[config.mk]
export PLATFORM = sky130hd
export DESIGN_NAME = kranpt_regs
export DESIGN_NICKNAME = d
export VERILOG_FILES = /design/src/shared/kranpt_pkg.sv /design/src/core/kranpt_regs.sv
export SDC_FILE = /design/constraint.sdc
export NUM_CORES = 1
export LEC_CHECK = 0
export ABC_AREA = 1
export BUFFER_PORTS_ARGS = -buffer_cell sky130_fd_sc_hd__buf_4
export CORE_MARGIN = 2
export CORE_UTILIZATION = 33
export CTS_CLUSTER_SIZE = 25
export DETAILED_ROUTE_END_ITERATION = 7
export PLACE_DENSITY_LB_ADDON = 0.25
export SLEW_MARGIN = 20
export SYNTH_ARGS = -nofsm -noshare
export SYNTH_HDL_FRONTEND = slang
export SYNTH_SLANG_ARGS = --single-unit
[constraint.sdc]
create_clock -name mclk -period 1.3 [get_ports mclk]
set_input_delay 0.195 -clock mclk [delete_from_list [all_inputs] [get_ports mclk]]
set_output_delay 0.195 -clock mclk [all_outputs]
set_load 0.02 [all_outputs]
[src/shared/kranpt_pkg.sv]
// Package for the auto-negotiation page and training control register block
package kranpt_pkg;
  localparam int          ADDR_W            = 11;
  localparam logic [10:0] OFF_UNP_LOW       = 11'h4C5;
  localparam logic [10:0] OFF_UNP_HIGH      = 11'h4C6;
  localparam logic [10:0] OFF_PBP_LOW       = 11'h4C7;
  localparam logic [10:0] OFF_PBP_HIGH      = 11'h4C8;
  localparam logic [10:0] OFF_PNP_LOW       = 11'h4C9;
  localparam logic [10:0] OFF_PNP_HIGH      = 11'h4CA;
  localparam logic [10:0] OFF_PADV          = 11'h4CB;
  localparam logic [10:0] OFF_TRN_CTRL      = 11'h4D0;
  localparam logic [10:0] OFF_AN_CTRL       = 11'h4C0;
  localparam logic [10:0] OFF_OVR           = 11'h4C3;
  // Page bit positions (50-bit page, bit 49 made by the tx engine)
  localparam int          PG_NP             = 15;
  localparam int          PG_ACK            = 14;
  localparam int          PG_RF             = 13;
  localparam int          PG_MP             = 13;
  localparam int          PG_ACK2           = 12;
  localparam int          PG_TOG            = 11;
  localparam int          PG_PAUSE_LO       = 10;
  localparam int          PG_TECH_LO        = 21;
  localparam int          PG_FEC_LO         = 46;
  localparam int          PG_HI_LO          = 16;
  localparam int          PG_PRBS           = 49;
  localparam int          PG_W              = 50;
  // Field positions in training control
  localparam int          TC_EN             = 0;
  localparam int          TC_DIS_TMR        = 1;
  localparam int          TC_MAIN_LO        = 4;
  localparam int          TC_PP_LO          = 8;
  localparam logic [31:0] TC_RESET          = 32'h0000_0111;
  localparam logic [31:0] TC_WMASK          = 32'h0000_0FF3;
  localparam logic [15:0] NP_LOW_WMASK      = 16'h3800;
  localparam int          AN_OVR_EN         = 5;
  localparam logic [31:0] OVR_WMASK         = 32'h733F_0000;
  localparam int          OVR_TECH_LO       = 16;
  localparam int          OVR_FEC_LO        = 24;
  localparam int          OVR_PAUSE_LO      = 28;
  // Advertised-ability register fields
  localparam int          ADV_FEC_LO        = 25;
  localparam int          ADV_RF            = 27;
  localparam int          ADV_PAUSE_LO      = 28;
  localparam logic [3:0]  STEP_MIN          = 4'h1;
endpackage

[src/core/kranpt_regs.sv]
// Register block for next pages, partner pages and training control
`timescale 1ns/100ps
// Function
// - With next-page control set, the tx page carries message page, ACK2 and toggle from the user low register, NP and ACK from the tx engine.
// - With next-page control set, the user high word fills tx page bits 47 to 16.
// - Page bit 49 comes from the tx engine, never from the user registers.
// - The partner base page low half is captured read-only with its documented fields.
// - The partner base page high word holds technology in 29:5, nonce in 4:0, zero above.
// - The partner next page is stored read-only, low flags and high bits 47 to 16.
// - The partner's 25-bit technology ability is reported; only A0 to A5 are local.
// - Partner FEC bits from D46:D47 show in bits 26:25.
// - Partner remote fault from D13 shows in bit 27.
// - Partner pause from D11:D10 shows in bits 30:28, C2 reads zero.
// - Training control bit 0 enables start-up training, reset value 1.
// - Training control bit 1 disables the training timeout timer, reset value 0.
// - Field 7:4 sets main-tap steps, range 1 to 15, reset 1.
// - Field 11:8 sets pre/post-tap steps, reset 1.
// - Ability overrides apply only while override enable bit 5 of negotiation control is set.
module kranpt_regs
  import kranpt_pkg::*;
(
  input  wire logic              mclk,          // Register clock
  input  wire logic              nrst,          // Async reset, active low
  input  wire logic [ADDR_W-1:0] addr,          // Word address
  input  wire logic [31:0]       wdata,         // Write data
  input  wire logic              wr,            // Write strobe
  input  wire logic              rd,            // Read strobe
  output logic      [31:0]       rdata,         // Read data, cycle after rd
  input  wire logic              np_ctrl,       // Next-page control from negotiation
  input  wire logic              tx_np,         // NP flag from tx engine
  input  wire logic              tx_ack,        // ACK flag from tx engine
  input  wire logic              tx_prbs,       // Pseudo-random bit from tx engine
  output logic      [PG_W-1:0]   tx_np_page,    // Next page to transmit
  input  wire logic [PG_W-1:0]   rx_page,       // Page from rx engine
  input  wire logic              rx_base_acc,   // Base page accepted pulse
  input  wire logic              rx_next_acc,   // Next page accepted pulse
  input  wire logic [5:0]        loc_tech,      // Local technology ability
  input  wire logic [1:0]        loc_fec,       // Local FEC ability
  input  wire logic [2:0]        loc_pause,     // Local pause ability
  output logic      [5:0]        adv_tech,      // Advertised technology
  output logic      [1:0]        adv_fec,       // Advertised FEC
  output logic      [2:0]        adv_pause,     // Advertised pause
  output logic                   train_en,      // Start-up training enable
  output logic                   tmr_dis,       // Training timeout disable
  output logic      [3:0]        main_steps,    // Steps per main-tap update
  output logic      [3:0]        prepost_steps  // Steps per pre/post-tap update
);
  logic [15:0] unp_low_q;
  logic [31:0] unp_high_q;
  logic [15:0] pbp_low_q;
  logic [31:0] pbp_high_q;
  logic [15:0] pnp_low_q;
  logic [31:0] pnp_high_q;
  logic [31:0] trn_q;
  logic [31:0] an_ctrl_q;
  logic [31:0] ovr_q;
  logic [31:0] rdata_q;
  logic [31:0] rdata_d;
  logic [31:0] trn_wr;
  logic [3:0]  main_wr;
  logic [3:0]  pp_wr;
  logic [2:0]  p_pause;
  logic        p_rf;
  logic [1:0]  p_fec;
  logic [1:0]  fec_q;
  logic [31:0] adv_word;
  logic [24:0] p_tech;

  wire hit_unp_low  = wr && (addr == OFF_UNP_LOW);
  wire hit_unp_high = wr && (addr == OFF_UNP_HIGH);
  wire hit_trn      = wr && (addr == OFF_TRN_CTRL);
  wire hit_an       = wr && (addr == OFF_AN_CTRL);
  wire hit_ovr      = wr && (addr == OFF_OVR);

  // Zero step counts would stall training, so clamp to the minimum
  assign main_wr = (wdata[TC_MAIN_LO+:4] == 4'h0) ? STEP_MIN : wdata[TC_MAIN_LO+:4];
  assign pp_wr   = (wdata[TC_PP_LO+:4] == 4'h0) ? STEP_MIN : wdata[TC_PP_LO+:4];
  assign trn_wr  = {wdata[31:12] & TC_WMASK[31:12], pp_wr, main_wr,
                    wdata[3:0] & TC_WMASK[3:0]};

  always_ff @(posedge mclk or negedge nrst) begin
    if (!nrst) begin
      unp_low_q  <= 16'h0000;
      unp_high_q <= 32'h0000_0000;
      trn_q      <= TC_RESET;
      an_ctrl_q  <= 32'h0000_0000;
      ovr_q      <= 32'h0000_0000;
    end else begin
      if (hit_unp_low) begin
        unp_low_q <= wdata[15:0] & NP_LOW_WMASK;
      end
      if (hit_unp_high) begin
        unp_high_q <= wdata;
      end
      if (hit_trn) begin
        trn_q <= trn_wr;
      end
      if (hit_an) begin
        an_ctrl_q <= wdata;
      end
      if (hit_ovr) begin
        ovr_q <= wdata & OVR_WMASK;
      end
    end
  end

  // Partner pages: captured only on an accepted page
  always_ff @(posedge mclk or negedge nrst) begin
    if (!nrst) begin
      pbp_low_q  <= 16'h0000;
      pbp_high_q <= 32'h0000_0000;
      pnp_low_q  <= 16'h0000;
      pnp_high_q <= 32'h0000_0000;
      fec_q      <= 2'b00;
    end else begin
      if (rx_base_acc) begin
        pbp_low_q  <= rx_page[15:0];
        pbp_high_q <= {2'b00, rx_page[45:PG_HI_LO]};
        // FEC sits above the high word, so it is kept beside it
        fec_q      <= rx_page[PG_FEC_LO+1:PG_FEC_LO];
      end
      if (rx_next_acc) begin
        pnp_low_q  <= {rx_page[PG_NP:PG_TOG], 11'h000};
        pnp_high_q <= rx_page[47:PG_HI_LO];
      end
    end
  end

  // Tx next page; bit 49 from the engine, bits 10:0 and 48 unused
  assign tx_np_page = np_ctrl ? {tx_prbs, 1'b0, unp_high_q, tx_np, tx_ack,
                                 unp_low_q[PG_MP:PG_TOG], 11'h000}
                              : {tx_prbs, {(PG_W-1){1'b0}}};

  // Advertised partner abilities decoded from the captured base page
  assign p_tech   = pbp_high_q[29:5];
  assign p_rf     = pbp_low_q[PG_RF];
  // Reserved pause bit C2 reads zero whatever the partner sends
  assign p_pause  = {1'b0, pbp_low_q[PG_PAUSE_LO+1], pbp_low_q[PG_PAUSE_LO]};
  assign p_fec    = fec_q;
  assign adv_word = {1'b0, p_pause, p_rf, p_fec, p_tech};

  // Overrides gated by the negotiation control enable
  wire ovr_on = an_ctrl_q[AN_OVR_EN];
  assign adv_tech  = ovr_on ? ovr_q[OVR_TECH_LO+:6]  : loc_tech;
  assign adv_fec   = ovr_on ? ovr_q[OVR_FEC_LO+:2]   : loc_fec;
  assign adv_pause = ovr_on ? ovr_q[OVR_PAUSE_LO+:3] : loc_pause;

  assign train_en      = trn_q[TC_EN];
  assign tmr_dis       = trn_q[TC_DIS_TMR];
  assign main_steps    = trn_q[TC_MAIN_LO+:4];
  assign prepost_steps = trn_q[TC_PP_LO+:4];

  always_comb begin
    rdata_d = 32'h0000_0000;
    unique case (addr)
      OFF_UNP_LOW:  rdata_d = {16'h0000, unp_low_q};
      OFF_UNP_HIGH: rdata_d = unp_high_q;
      OFF_PBP_LOW:  rdata_d = {16'h0000, pbp_low_q};
      OFF_PBP_HIGH: rdata_d = pbp_high_q;
      OFF_PNP_LOW:  rdata_d = {16'h0000, pnp_low_q};
      OFF_PNP_HIGH: rdata_d = pnp_high_q;
      OFF_PADV:     rdata_d = adv_word;
      OFF_TRN_CTRL: rdata_d = trn_q;
      OFF_AN_CTRL:  rdata_d = an_ctrl_q;
      OFF_OVR:      rdata_d = ovr_q;
      default:      rdata_d = 32'h0000_0000;
    endcase
  end

  // Read data only in the cycle after the strobe
  always_ff @(posedge mclk or negedge nrst) begin
    if (!nrst) begin
      rdata_q <= 32'h0000_0000;
    end else begin
      rdata_q <= rd ? rdata_d : 32'h0000_0000;
    end
  end
  assign rdata = rdata_q;

  a_base_hold: assert property (@(posedge mclk) disable iff (!nrst)
    !rx_base_acc |=> $stable(pbp_low_q) && $stable(pbp_high_q))
    else $error("base page changed without accept");
  a_base_cap: assert property (@(posedge mclk) disable iff (!nrst)
    rx_base_acc |=> pbp_low_q == $past(rx_page[15:0]))
    else $error("base page low not captured");
  a_next_cap: assert property (@(posedge mclk) disable iff (!nrst)
    rx_next_acc |=> pnp_high_q == $past(rx_page[47:16]))
    else $error("next page high not captured");
  a_prbs_src: assert property (@(posedge mclk) disable iff (!nrst)
    tx_np_page[PG_PRBS] == tx_prbs)
    else $error("bit 49 not from tx engine");
  a_np_high: assert property (@(posedge mclk) disable iff (!nrst)
    np_ctrl |-> tx_np_page[47:16] == unp_high_q)
    else $error("user high word not sent");
  a_np_flags: assert property (@(posedge mclk) disable iff (!nrst)
    np_ctrl |-> tx_np_page[15:11] == {tx_np, tx_ack, unp_low_q[13:11]})
    else $error("next page flags wrong");
  a_rd_data: assert property (@(posedge mclk) disable iff (!nrst)
    rd && addr == OFF_TRN_CTRL |=> rdata[TC_EN] == train_en)
    else $error("training enable readback wrong");
  a_steps_range: assert property (@(posedge mclk) disable iff (!nrst)
    main_steps != 4'h0 && prepost_steps != 4'h0)
    else $error("step count zero");
  a_ovr_gate: assert property (@(posedge mclk) disable iff (!nrst)
    !an_ctrl_q[AN_OVR_EN] |-> adv_tech == loc_tech && adv_pause == loc_pause)
    else $error("override applied while disabled");
  a_adv_fields: assert property (@(posedge mclk) disable iff (!nrst)
    rd && addr == OFF_PADV |=> rdata[27] == $past(pbp_low_q[PG_RF]) && rdata[31] == 1'b0)
    else $error("advertised fault wrong");
  a_tmr_dis: assert property (@(posedge mclk) disable iff (!nrst)
    hit_trn |=> tmr_dis == $past(wdata[1]))
    else $error("timer disable not written");

  c_base_rx: cover property (@(posedge mclk) disable iff (!nrst) rx_base_acc ##1 rd);
  c_next_rx: cover property (@(posedge mclk) disable iff (!nrst) rx_next_acc && np_ctrl);
  c_ovr:     cover property (@(posedge mclk) disable iff (!nrst) hit_an ##1 ovr_on);
  c_clamp:   cover property (@(posedge mclk) disable iff (!nrst) hit_trn && main_wr != wdata[7:4]);
  c_padv_rd: cover property (@(posedge mclk) disable iff (!nrst) rd && addr == OFF_PADV);

  a_unp_low_wr: assert property (@(posedge mclk) disable iff (!nrst)
    hit_unp_low |=>
    unp_low_q == ($past(wdata[15:0]) & NP_LOW_WMASK))
    else $error("user low word not written");

  a_unp_low_hold: assert property (@(posedge mclk) disable iff (!nrst)
    !hit_unp_low |=>
    $stable(unp_low_q))
    else $error("user low word changed");

  a_unp_low_rd: assert property (@(posedge mclk) disable iff (!nrst)
    rd && addr == OFF_UNP_LOW |=>
    rdata == {16'h0000, $past(unp_low_q)})
    else $error("user low readback wrong");

  a_np_unused: assert property (@(posedge mclk) disable iff (!nrst)
    np_ctrl |->
    tx_np_page[PG_TOG-1:0] == 11'h000 && !tx_np_page[PG_PRBS-1])
    else $error("unused next page bits set");

  a_np_idle: assert property (@(posedge mclk) disable iff (!nrst)
    !np_ctrl |->
    tx_np_page[PG_PRBS-1:0] == 49'h0)
    else $error("user page sent without control");

  a_unp_high_wr: assert property (@(posedge mclk) disable iff (!nrst)
    hit_unp_high |=>
    unp_high_q == $past(wdata))
    else $error("user high word not written");

  a_unp_high_hold: assert property (@(posedge mclk) disable iff (!nrst)
    !hit_unp_high |=>
    $stable(unp_high_q))
    else $error("user high word changed");

  a_unp_high_rd: assert property (@(posedge mclk) disable iff (!nrst)
    rd && addr == OFF_UNP_HIGH |=>
    rdata == $past(unp_high_q))
    else $error("user high readback wrong");

  a_base_high_cap: assert property (@(posedge mclk) disable iff (!nrst)
    rx_base_acc |=>
    pbp_high_q == {2'b00, $past(rx_page[45:16])})
    else $error("base page high not captured");

  a_pbp_low_rd: assert property (@(posedge mclk) disable iff (!nrst)
    rd && addr == OFF_PBP_LOW |=>
    rdata == {16'h0000, $past(pbp_low_q)})
    else $error("base page low readback wrong");

  a_pbp_high_rd: assert property (@(posedge mclk) disable iff (!nrst)
    rd && addr == OFF_PBP_HIGH |=>
    rdata == $past(pbp_high_q))
    else $error("base page high readback wrong");

  a_next_low_cap: assert property (@(posedge mclk) disable iff (!nrst)
    rx_next_acc |=>
    pnp_low_q == {$past(rx_page[15:11]), 11'h000})
    else $error("next page low not captured");

  a_next_hold: assert property (@(posedge mclk) disable iff (!nrst)
    !rx_next_acc |=>
    $stable(pnp_low_q) && $stable(pnp_high_q))
    else $error("next page changed without accept");

  a_pnp_low_rd: assert property (@(posedge mclk) disable iff (!nrst)
    rd && addr == OFF_PNP_LOW |=>
    rdata == {16'h0000, $past(pnp_low_q)})
    else $error("next page low readback wrong");

  a_pnp_high_rd: assert property (@(posedge mclk) disable iff (!nrst)
    rd && addr == OFF_PNP_HIGH |=>
    rdata == $past(pnp_high_q))
    else $error("next page high readback wrong");

  a_fec_cap: assert property (@(posedge mclk) disable iff (!nrst)
    rx_base_acc |=>
    fec_q == $past(rx_page[47:46]))
    else $error("partner FEC not captured");

  a_fec_hold: assert property (@(posedge mclk) disable iff (!nrst)
    !rx_base_acc |=>
    $stable(fec_q))
    else $error("partner FEC changed without accept");

  a_adv_tech_rd: assert property (@(posedge mclk) disable iff (!nrst)
    rd && addr == OFF_PADV |=>
    rdata[24:0] == $past(pbp_high_q[29:5]))
    else $error("advertised technology wrong");

  a_adv_fec_rd: assert property (@(posedge mclk) disable iff (!nrst)
    rd && addr == OFF_PADV |=>
    rdata[26:25] == $past(fec_q))
    else $error("advertised FEC wrong");

  a_adv_pause_rd: assert property (@(posedge mclk) disable iff (!nrst)
    rd && addr == OFF_PADV |=>
    rdata[30:28] == {1'b0, $past(pbp_low_q[11:10])})
    else $error("advertised pause wrong");

  a_trn_hold: assert property (@(posedge mclk) disable iff (!nrst)
    !hit_trn |=>
    $stable(trn_q))
    else $error("training control changed");

  a_trn_rd: assert property (@(posedge mclk) disable iff (!nrst)
    rd && addr == OFF_TRN_CTRL |=>
    rdata == $past(trn_q))
    else $error("training control readback wrong");

  a_train_en_wr: assert property (@(posedge mclk) disable iff (!nrst)
    hit_trn |=>
    train_en == $past(wdata[TC_EN]))
    else $error("training enable not written");

  a_main_wr: assert property (@(posedge mclk) disable iff (!nrst)
    hit_trn && wdata[TC_MAIN_LO+:4] != 4'h0 |=>
    main_steps == $past(wdata[TC_MAIN_LO+:4]))
    else $error("main step count not written");

  a_main_clamp: assert property (@(posedge mclk) disable iff (!nrst)
    hit_trn && wdata[TC_MAIN_LO+:4] == 4'h0 |=>
    main_steps == STEP_MIN)
    else $error("main step count not clamped");

  a_pp_wr: assert property (@(posedge mclk) disable iff (!nrst)
    hit_trn && wdata[TC_PP_LO+:4] != 4'h0 |=>
    prepost_steps == $past(wdata[TC_PP_LO+:4]))
    else $error("pre/post step count not written");

  a_pp_clamp: assert property (@(posedge mclk) disable iff (!nrst)
    hit_trn && wdata[TC_PP_LO+:4] == 4'h0 |=>
    prepost_steps == STEP_MIN)
    else $error("pre/post step count not clamped");

  a_ovr_wr: assert property (@(posedge mclk) disable iff (!nrst)
    hit_ovr |=>
    ovr_q == ($past(wdata) & OVR_WMASK))
    else $error("override fields not written");

  a_ovr_hold: assert property (@(posedge mclk) disable iff (!nrst)
    !hit_ovr |=>
    $stable(ovr_q))
    else $error("override fields changed");

  a_ovr_apply: assert property (@(posedge mclk) disable iff (!nrst)
    an_ctrl_q[AN_OVR_EN] |->
    adv_tech == ovr_q[OVR_TECH_LO+:6] && adv_fec == ovr_q[OVR_FEC_LO+:2])
    else $error("override not applied");

  a_ovr_pause: assert property (@(posedge mclk) disable iff (!nrst)
    an_ctrl_q[AN_OVR_EN] |->
    adv_pause == ovr_q[OVR_PAUSE_LO+:3])
    else $error("pause override not applied");

  a_ovr_fec_off: assert property (@(posedge mclk) disable iff (!nrst)
    !an_ctrl_q[AN_OVR_EN] |->
    adv_fec == loc_fec)
    else $error("FEC override applied while disabled");

  a_an_wr: assert property (@(posedge mclk) disable iff (!nrst)
    hit_an |=>
    an_ctrl_q == $past(wdata))
    else $error("negotiation control not written");
endmodule

==> results of run 1 <==
[state kept, by name, indices dropped and copies added (netlist names), 3 cells and up]
signal	cells
an_ctrl_q	32
ovr_q	11
pbp_high_q	30
pbp_low_q	16
pnp_high_q	32
pnp_low_q	5
rdata	32
trn_q	10
unp_high_q	32
unp_low_q	3
[per-layer routing]
| layer | GRT usage, % | wire, µm | up-vias | part of all wire [%] |
|---|---|---|---|---|
| li1 | - | - | 4366 | - |
| met1 | 32.9 | 16200 | 4321 | 48 |
| met2 | 33.1 | 14900 | 343 | 44 |
| met3 | 2.86 | 2180 | 46 | 6.4 |
| met4 | 5.44 | 766 | 0 | 2.3 |
| met5 | 0 | 0 | - | 0 |
[worst max-delay path: stages (launching register included)]
cell	delay [ns]
dfrtp_1	0.40
buf_6	0.15
nand2_1	0.10
nand2_1	0.07
buf_6	0.13
[Yosys cell counts, drive strengths merged]
cell type	count	area (µm²)
nand3	92	465
dfrtp	202	5050
dfstp	3	78.8
a31oi	2	12.5
conb	1	3.75
clkbuf	15	56.3
o21ai	161	813
nor3	1	5.00
nand3b	1	7.51
mux2	51	574
nand4	9	56.3
inv	139	522
o22ai	2	12.5
nand2	315	1240
nor2	76	389
buf	56	392
clkinv	2	10.0
a21oi	19	95.1
[stage by stage]
stage	cells	setup TNS, ns
after floorplan	1158	0
after global placement	1754	-32.21
after detailed placement	1754	-33.88
after CTS	1916	-4.43
after global routing	1922	-6.44
final	1922	-3.76
[final cells by class]
class / instances / area (µm²) / area share (%)
Clock buffer: 29 / 638 / 4.42
Clock inverter: 11 / 138 / 0.953
Timing Repair Buffer: 405 / 3780 / 26.2
Tap cell: 390 / 488 / 3.38
Inverter: 141 / 532 / 3.68
Sequential cell: 205 / 5140 / 35.6
Multi-Input combinational cell: 741 / 3730 / 25.8
[power by group through the flow]
stage	combinational (W)	clock [W]	sequential, W
global placement	0.00128	0	0.00695
detailed placement	0.00129	0	0.00695
global route	0.00166	0.00705	0.00686
floorplan	0.000587	0	0.00688
CTS	0.00152	0.00678	0.00683
finish	0.00152	0.00670	0.00684
[worst paths after layout]
path,to,slack [ns],cells past startpoint
max in group asynchronous,rdata[21]$_DFF_PN0_,0.57,3
setup / recovery,adv_pause[0],-0.26,4
min in group asynchronous,unp_high_q[4]$_DFFE_PN0P_,0.13,2
hold reg to reg,an_ctrl_q[13]$_DFFE_PN0P_,0.49,2
hold / removal,unp_high_q[10]$_DFFE_PN0P_,0.03,3
setup reg to reg,rdata[0]$_DFF_PN0_,0.09,5
[kinds of logic (layout without fill, tap and decap cells)]
logic type | count (synthesis) | after routing | synth area share (%)
other | 1 | 12 | 0.0383
multiplexers | 51 | 51 | 5.87
flip-flops | 205 | 205 | 52.4
AO/OA/AOI/OAI | 184 | 184 | 9.54
buffers and inverters | 212 | 586 | 10.0
AND/OR/NAND/NOR | 494 | 494 | 22.1
[repair_timing]
| item | in CTS | in global routing |
|---|---|---|
| gates resized for setup | 61 | 20 |
| endpoints found under the hold margin | 354 | 0 |
| hold buffers | 77 | 0 |
| buffers inserted | 45 | 6 |
| endpoints found under the setup margin | 58 | 59 |
==> results.yml, run 1 <==
final_layout:
  final_util_pct: 49.1
  layout_commonest_cell: "nand2_1"
  nFillCells: 2828
  finalNetCount: 1630
  stdcell_area_um2: 14400
  num_antenna_cells: 0
  drive_gt1_share_pct: 31.1
  areaGrowthSynthToFinish_pct: 47.6
  final_cell_mix: "298 x nand2_1, 243 x buf_4, 200 x dfrtp_1"
global_routing:
  grt-ovfl-total: 0
  grt_max_degree: 46
  grtUsageTotal_pct: 21.8
  grt_pass1_wl_mm: 52.0
  antenna_found_initial: 0
  grt_pass1_vias: 8901
synth:
  ys_warn_count: 0
  synth_area_um2: 9790
  ys_types: 30
  postSynthCellCount: 1147
  syn_avg_cell_area_um2: 8.53
  seq_area_frac_synth_pct: 52.4
  synth-seq-cells: 205
critical_path:
  cp-end-kind: "output port"
  worstReg2RegStart: "trn_q[0]$_DFFE_PN1P_"
  cp_max_fo: 12
  cp_data_required_time_ns: 1.11
  arrival_ns: 1.36
  startpoint: "an_ctrl_q[5]$_DFFE_PN0P_"
  cp-start-kind: "register"
  worstSetupPathType: "register to output port"
power_and_ir_drop:
  p_leak_nw: 7.37
  power_density_nw_per_um2: 1040
  power_w: 0.0151
  pwr-share-comb_pct: 10.1
  p_int_w: 0.0115
  switching_power_w: 0.00359
  clkPwrFrac_pct: 44.5
  ir_worst_vdd_mv: 0.712
  pwr-share-seq_pct: 45.4
  swShare_pct: 23.8
sta:
  hold_ws_ns: 0.0324
  grt_setup_unrepaired: "true"
  hold_viol_final: 0
  clock_skew_ns: 0.0134
  min_period_ns: 1.56
  min_period_over_period_pct: 120
  setup_viol: 48
  setup_ws_ns: -0.258
  final-max-slew-violation-count: 0
  fmax_ghz: 0.642
route:
  avgViaCountPerCell: 4.72
  vias: 9076
  wirelength_mm: 34.0
  dr.pass1.iters: 5
  first_iter_violations: 731
  drc: 0
  wl_per_cell_um: 17.7
  antenna_left: 0
cts:
  cts_root_buffer: "clkbuf_16"
  clk_path_buf_depth: 3
  cts_htree_levels: 1
  cts.sinks: 205
  tritoncts: "done"
  clk-insertion-delay-late_ns: 0.51
  clk_pin_slew_ns: 0.06
  cts_buffers: 22
die:
  die_h_um: 176
  io_pins: 217
  start_util_pct: 33.3
  num_rows: 63
  core_area_um2: 29400
  die_w_um: 176
  die_area_um2: 31100
run:
  drv_cap: 0
placement:
  place_area_um2: 12300
  gp_congestion: 0.882
  dp_slack_ns: -0.430
  post-dp-hpwl_mm: 25.1
  portBuffers: 200
run_status:
  violations: "negative setup slack"
  status: "complete, but fails checks"
min_path:
  hp-class: "primary input to register"
  min_from: "wdata[10]"
Power figures use the tool's default switching activity.
==> inputs of run 2 (changes only) <==
--- a/config.mk
+++ b/config.mk
@@ -7,7 +7,6 @@
 export LEC_CHECK = 0
 export ABC_AREA = 1
 export BUFFER_PORTS_ARGS = -buffer_cell sky130_fd_sc_hd__buf_4
-export CORE_MARGIN = 2
 export CORE_UTILIZATION = 33
 export CTS_CLUSTER_SIZE = 25
 export DETAILED_ROUTE_END_ITERATION = 7
==> constraint.sdc (replaced) <==
create_clock -name mclk -period 1.47 [get_ports mclk]
set_input_delay 0.2205 -clock mclk [delete_from_list [all_inputs] [get_ports mclk]]
set_output_delay 0.2205 -clock mclk [all_outputs]
set_load 0.02 [all_outputs]
==> results.yml, run 2 (same netlist as run 1, synthesis figures left out) <==
route:
  dr.pass1.iters: 5
  first_iter_violations: 829
  avgViaCountPerCell: 4.74
  antenna_left: 0
  drc: 0
  vias: 8915
  wirelength_mm: 33.0
  wl_per_cell_um: 17.6
final_layout:
  nFillCells: 2815
  drive_gt1_share_pct: 29.5
  areaGrowthSynthToFinish_pct: 43.1
  final_util_pct: 48.4
  layout_commonest_cell: "nand2_1"
  num_antenna_cells: 0
  finalNetCount: 1593
  final_cell_mix: "292 x nand2_1, 261 x buf_4, 194 x dfrtp_1"
cts:
  cts_buffers: 24
  clk_pin_slew_ns: 0.06
  clk-insertion-delay-late_ns: 0.52
  tritoncts: "done"
  cts_htree_levels: 1
  clk_path_buf_depth: 3
  cts.sinks: 205
  cts_root_buffer: "clkbuf_16"
die:
  io_pins: 217
  core_area_um2: 28900
  die_w_um: 174
  die_area_um2: 30400
  num_rows: 62
  die_h_um: 174
  start_util_pct: 33.8
critical_path:
  cp_data_required_time_ns: 1.25
  critPathMaxStageDelay_ns: 0.39
  cp-start-kind: "register"
  worstSetupPathType: "register to output port"
  cp-end-kind: "output port"
  crit_slowest_cell: "dfrtp_1"
  cp_max_fo: 11
  arrival_ns: 1.39
  crit_buf_inv: 3
  path_common_cell: "nand2_1"
  worstPathCellList: "inv_2 > buf_12 > nand2_1 > nand2_1 > buf_6"
  cpLargestDelayFamily: "flip-flops"
power_and_ir_drop:
  pwr-share-seq_pct: 43.9
  switching_power_w: 0.00320
  ir_worst_vdd_mv: 0.722
  clkPwrFrac_pct: 46.8
  power_w: 0.0138
  p_leak_nw: 7.20
  p_int_w: 0.0106
  swShare_pct: 23.3
  pwr-share-comb_pct: 9.3
  power_density_nw_per_um2: 984
min_path:
  hp-class: "primary input to register"
sta:
  clock_skew_ns: 0.0129
  min_period_ns: 1.61
  min_period_over_period_pct: 109
  setup_viol: 11
  setup_ws_ns: -0.138
  grt_setup_unrepaired: "true"
  final-max-slew-violation-count: 0
  hold_viol_final: 0
  fmax_ghz: 0.622
placement:
  post-dp-hpwl_mm: 24.6
  portBuffers: 200
  gp_congestion: 0.888
global_routing:
  grt_max_degree: 44
  antenna_found_initial: 0
  grt-ovfl-total: 0
  grt_pass1_wl_mm: 51.7
  grt_pass1_vias: 8860
  grtUsageTotal_pct: 22.1
run_status:
  violations: "negative setup slack"
  status: "complete, but fails checks"
run:
  drv_cap: 0
==> run 2: worst paths after layout <==
path                                          start                          to  slack [ns]  depth (start not counted)
min in group asynchronous                      nrst        trn_q[9]$_DFFE_PN0P_        0.20                          2
max                        an_ctrl_q[5]$_DFFE_PN0P_                adv_pause[2]       -0.14                          5
min reg2reg                an_ctrl_q[4]$_DFFE_PN0P_    an_ctrl_q[4]$_DFFE_PN0P_        0.49                          2
max reg2reg                    trn_q[0]$_DFFE_PN1P_          rdata[0]$_DFF_PN0_        0.25                          4
max in group asynchronous                      nrst        trn_q[0]$_DFFE_PN1P_        0.69                          3
min                                       wdata[13]  unp_high_q[13]$_DFFE_PN0P_       0.001                          3
==> run 2: cell type report <==
class | count | area [µm²] | area share (%)
flip-flops and latches | 205 | 5140 | 36.7
multi-input cells | 741 | 3740 | 26.7
repair buffers | 366 | 3250 | 23.2
clock buffers | 36 | 717 | 5.12
inverters | 141 | 532 | 3.80
well taps | 384 | 480 | 3.43
clock inverters | 7 | 139 | 0.992
==> run 2: stage by stage <==
step,TNS (ns),area [µm²],worst slack (ns),cells,hold WS [ns]
floorplan,0,9830,0.168,1158,-0.0751
global placement,-6.59,12200,-0.248,1745,0.186
detailed placement,-9.47,12200,-0.241,1745,0.192
CTS,-1.36,13800,-0.131,1858,0.000533
global route,-2.02,14000,-0.208,1880,0.00822
finish,-1.24,14000,-0.138,1880,0.00143
==> run 2: repair_timing <==
action / in CTS / in global routing
buffers inserted: 2 / 22
endpoints found under the hold margin: 174 / 0
setup endpoints to repair: 14 / 33
hold buffers: 68 / 0
gates cloned: 0 / 0
resized for setup: 22 / 12
==> run 2: routing by layer <==
layer,part of all wire [%],vias up,track usage [%]
met5,0,-,0
met4,2.2,0,5.96
met3,6.8,39,3.02
met1,48,4256,33.4
li1,-,4294,-
met2,43,326,32.7
==> run 2: worst min-delay path: stages <==
cell and delay (ns):
buf_4 0.08, inv_1 0.06, o21ai_1 0.12
==> run 2: power groups by stage <==
stage / Sequential [W] / Combinational (W) / Clock, W
4_1_cts: 0.00604 / 0.00128 / 0.00652
5_1_grt: 0.00606 / 0.00141 / 0.00679
3_5_place_dp: 0.00614 / 0.00112 / 0
3_3_place_gp: 0.00614 / 0.00110 / 0
2_1_floorplan: 0.00608 / 0.000519 / 0
6_report: 0.00604 / 0.00128 / 0.00646
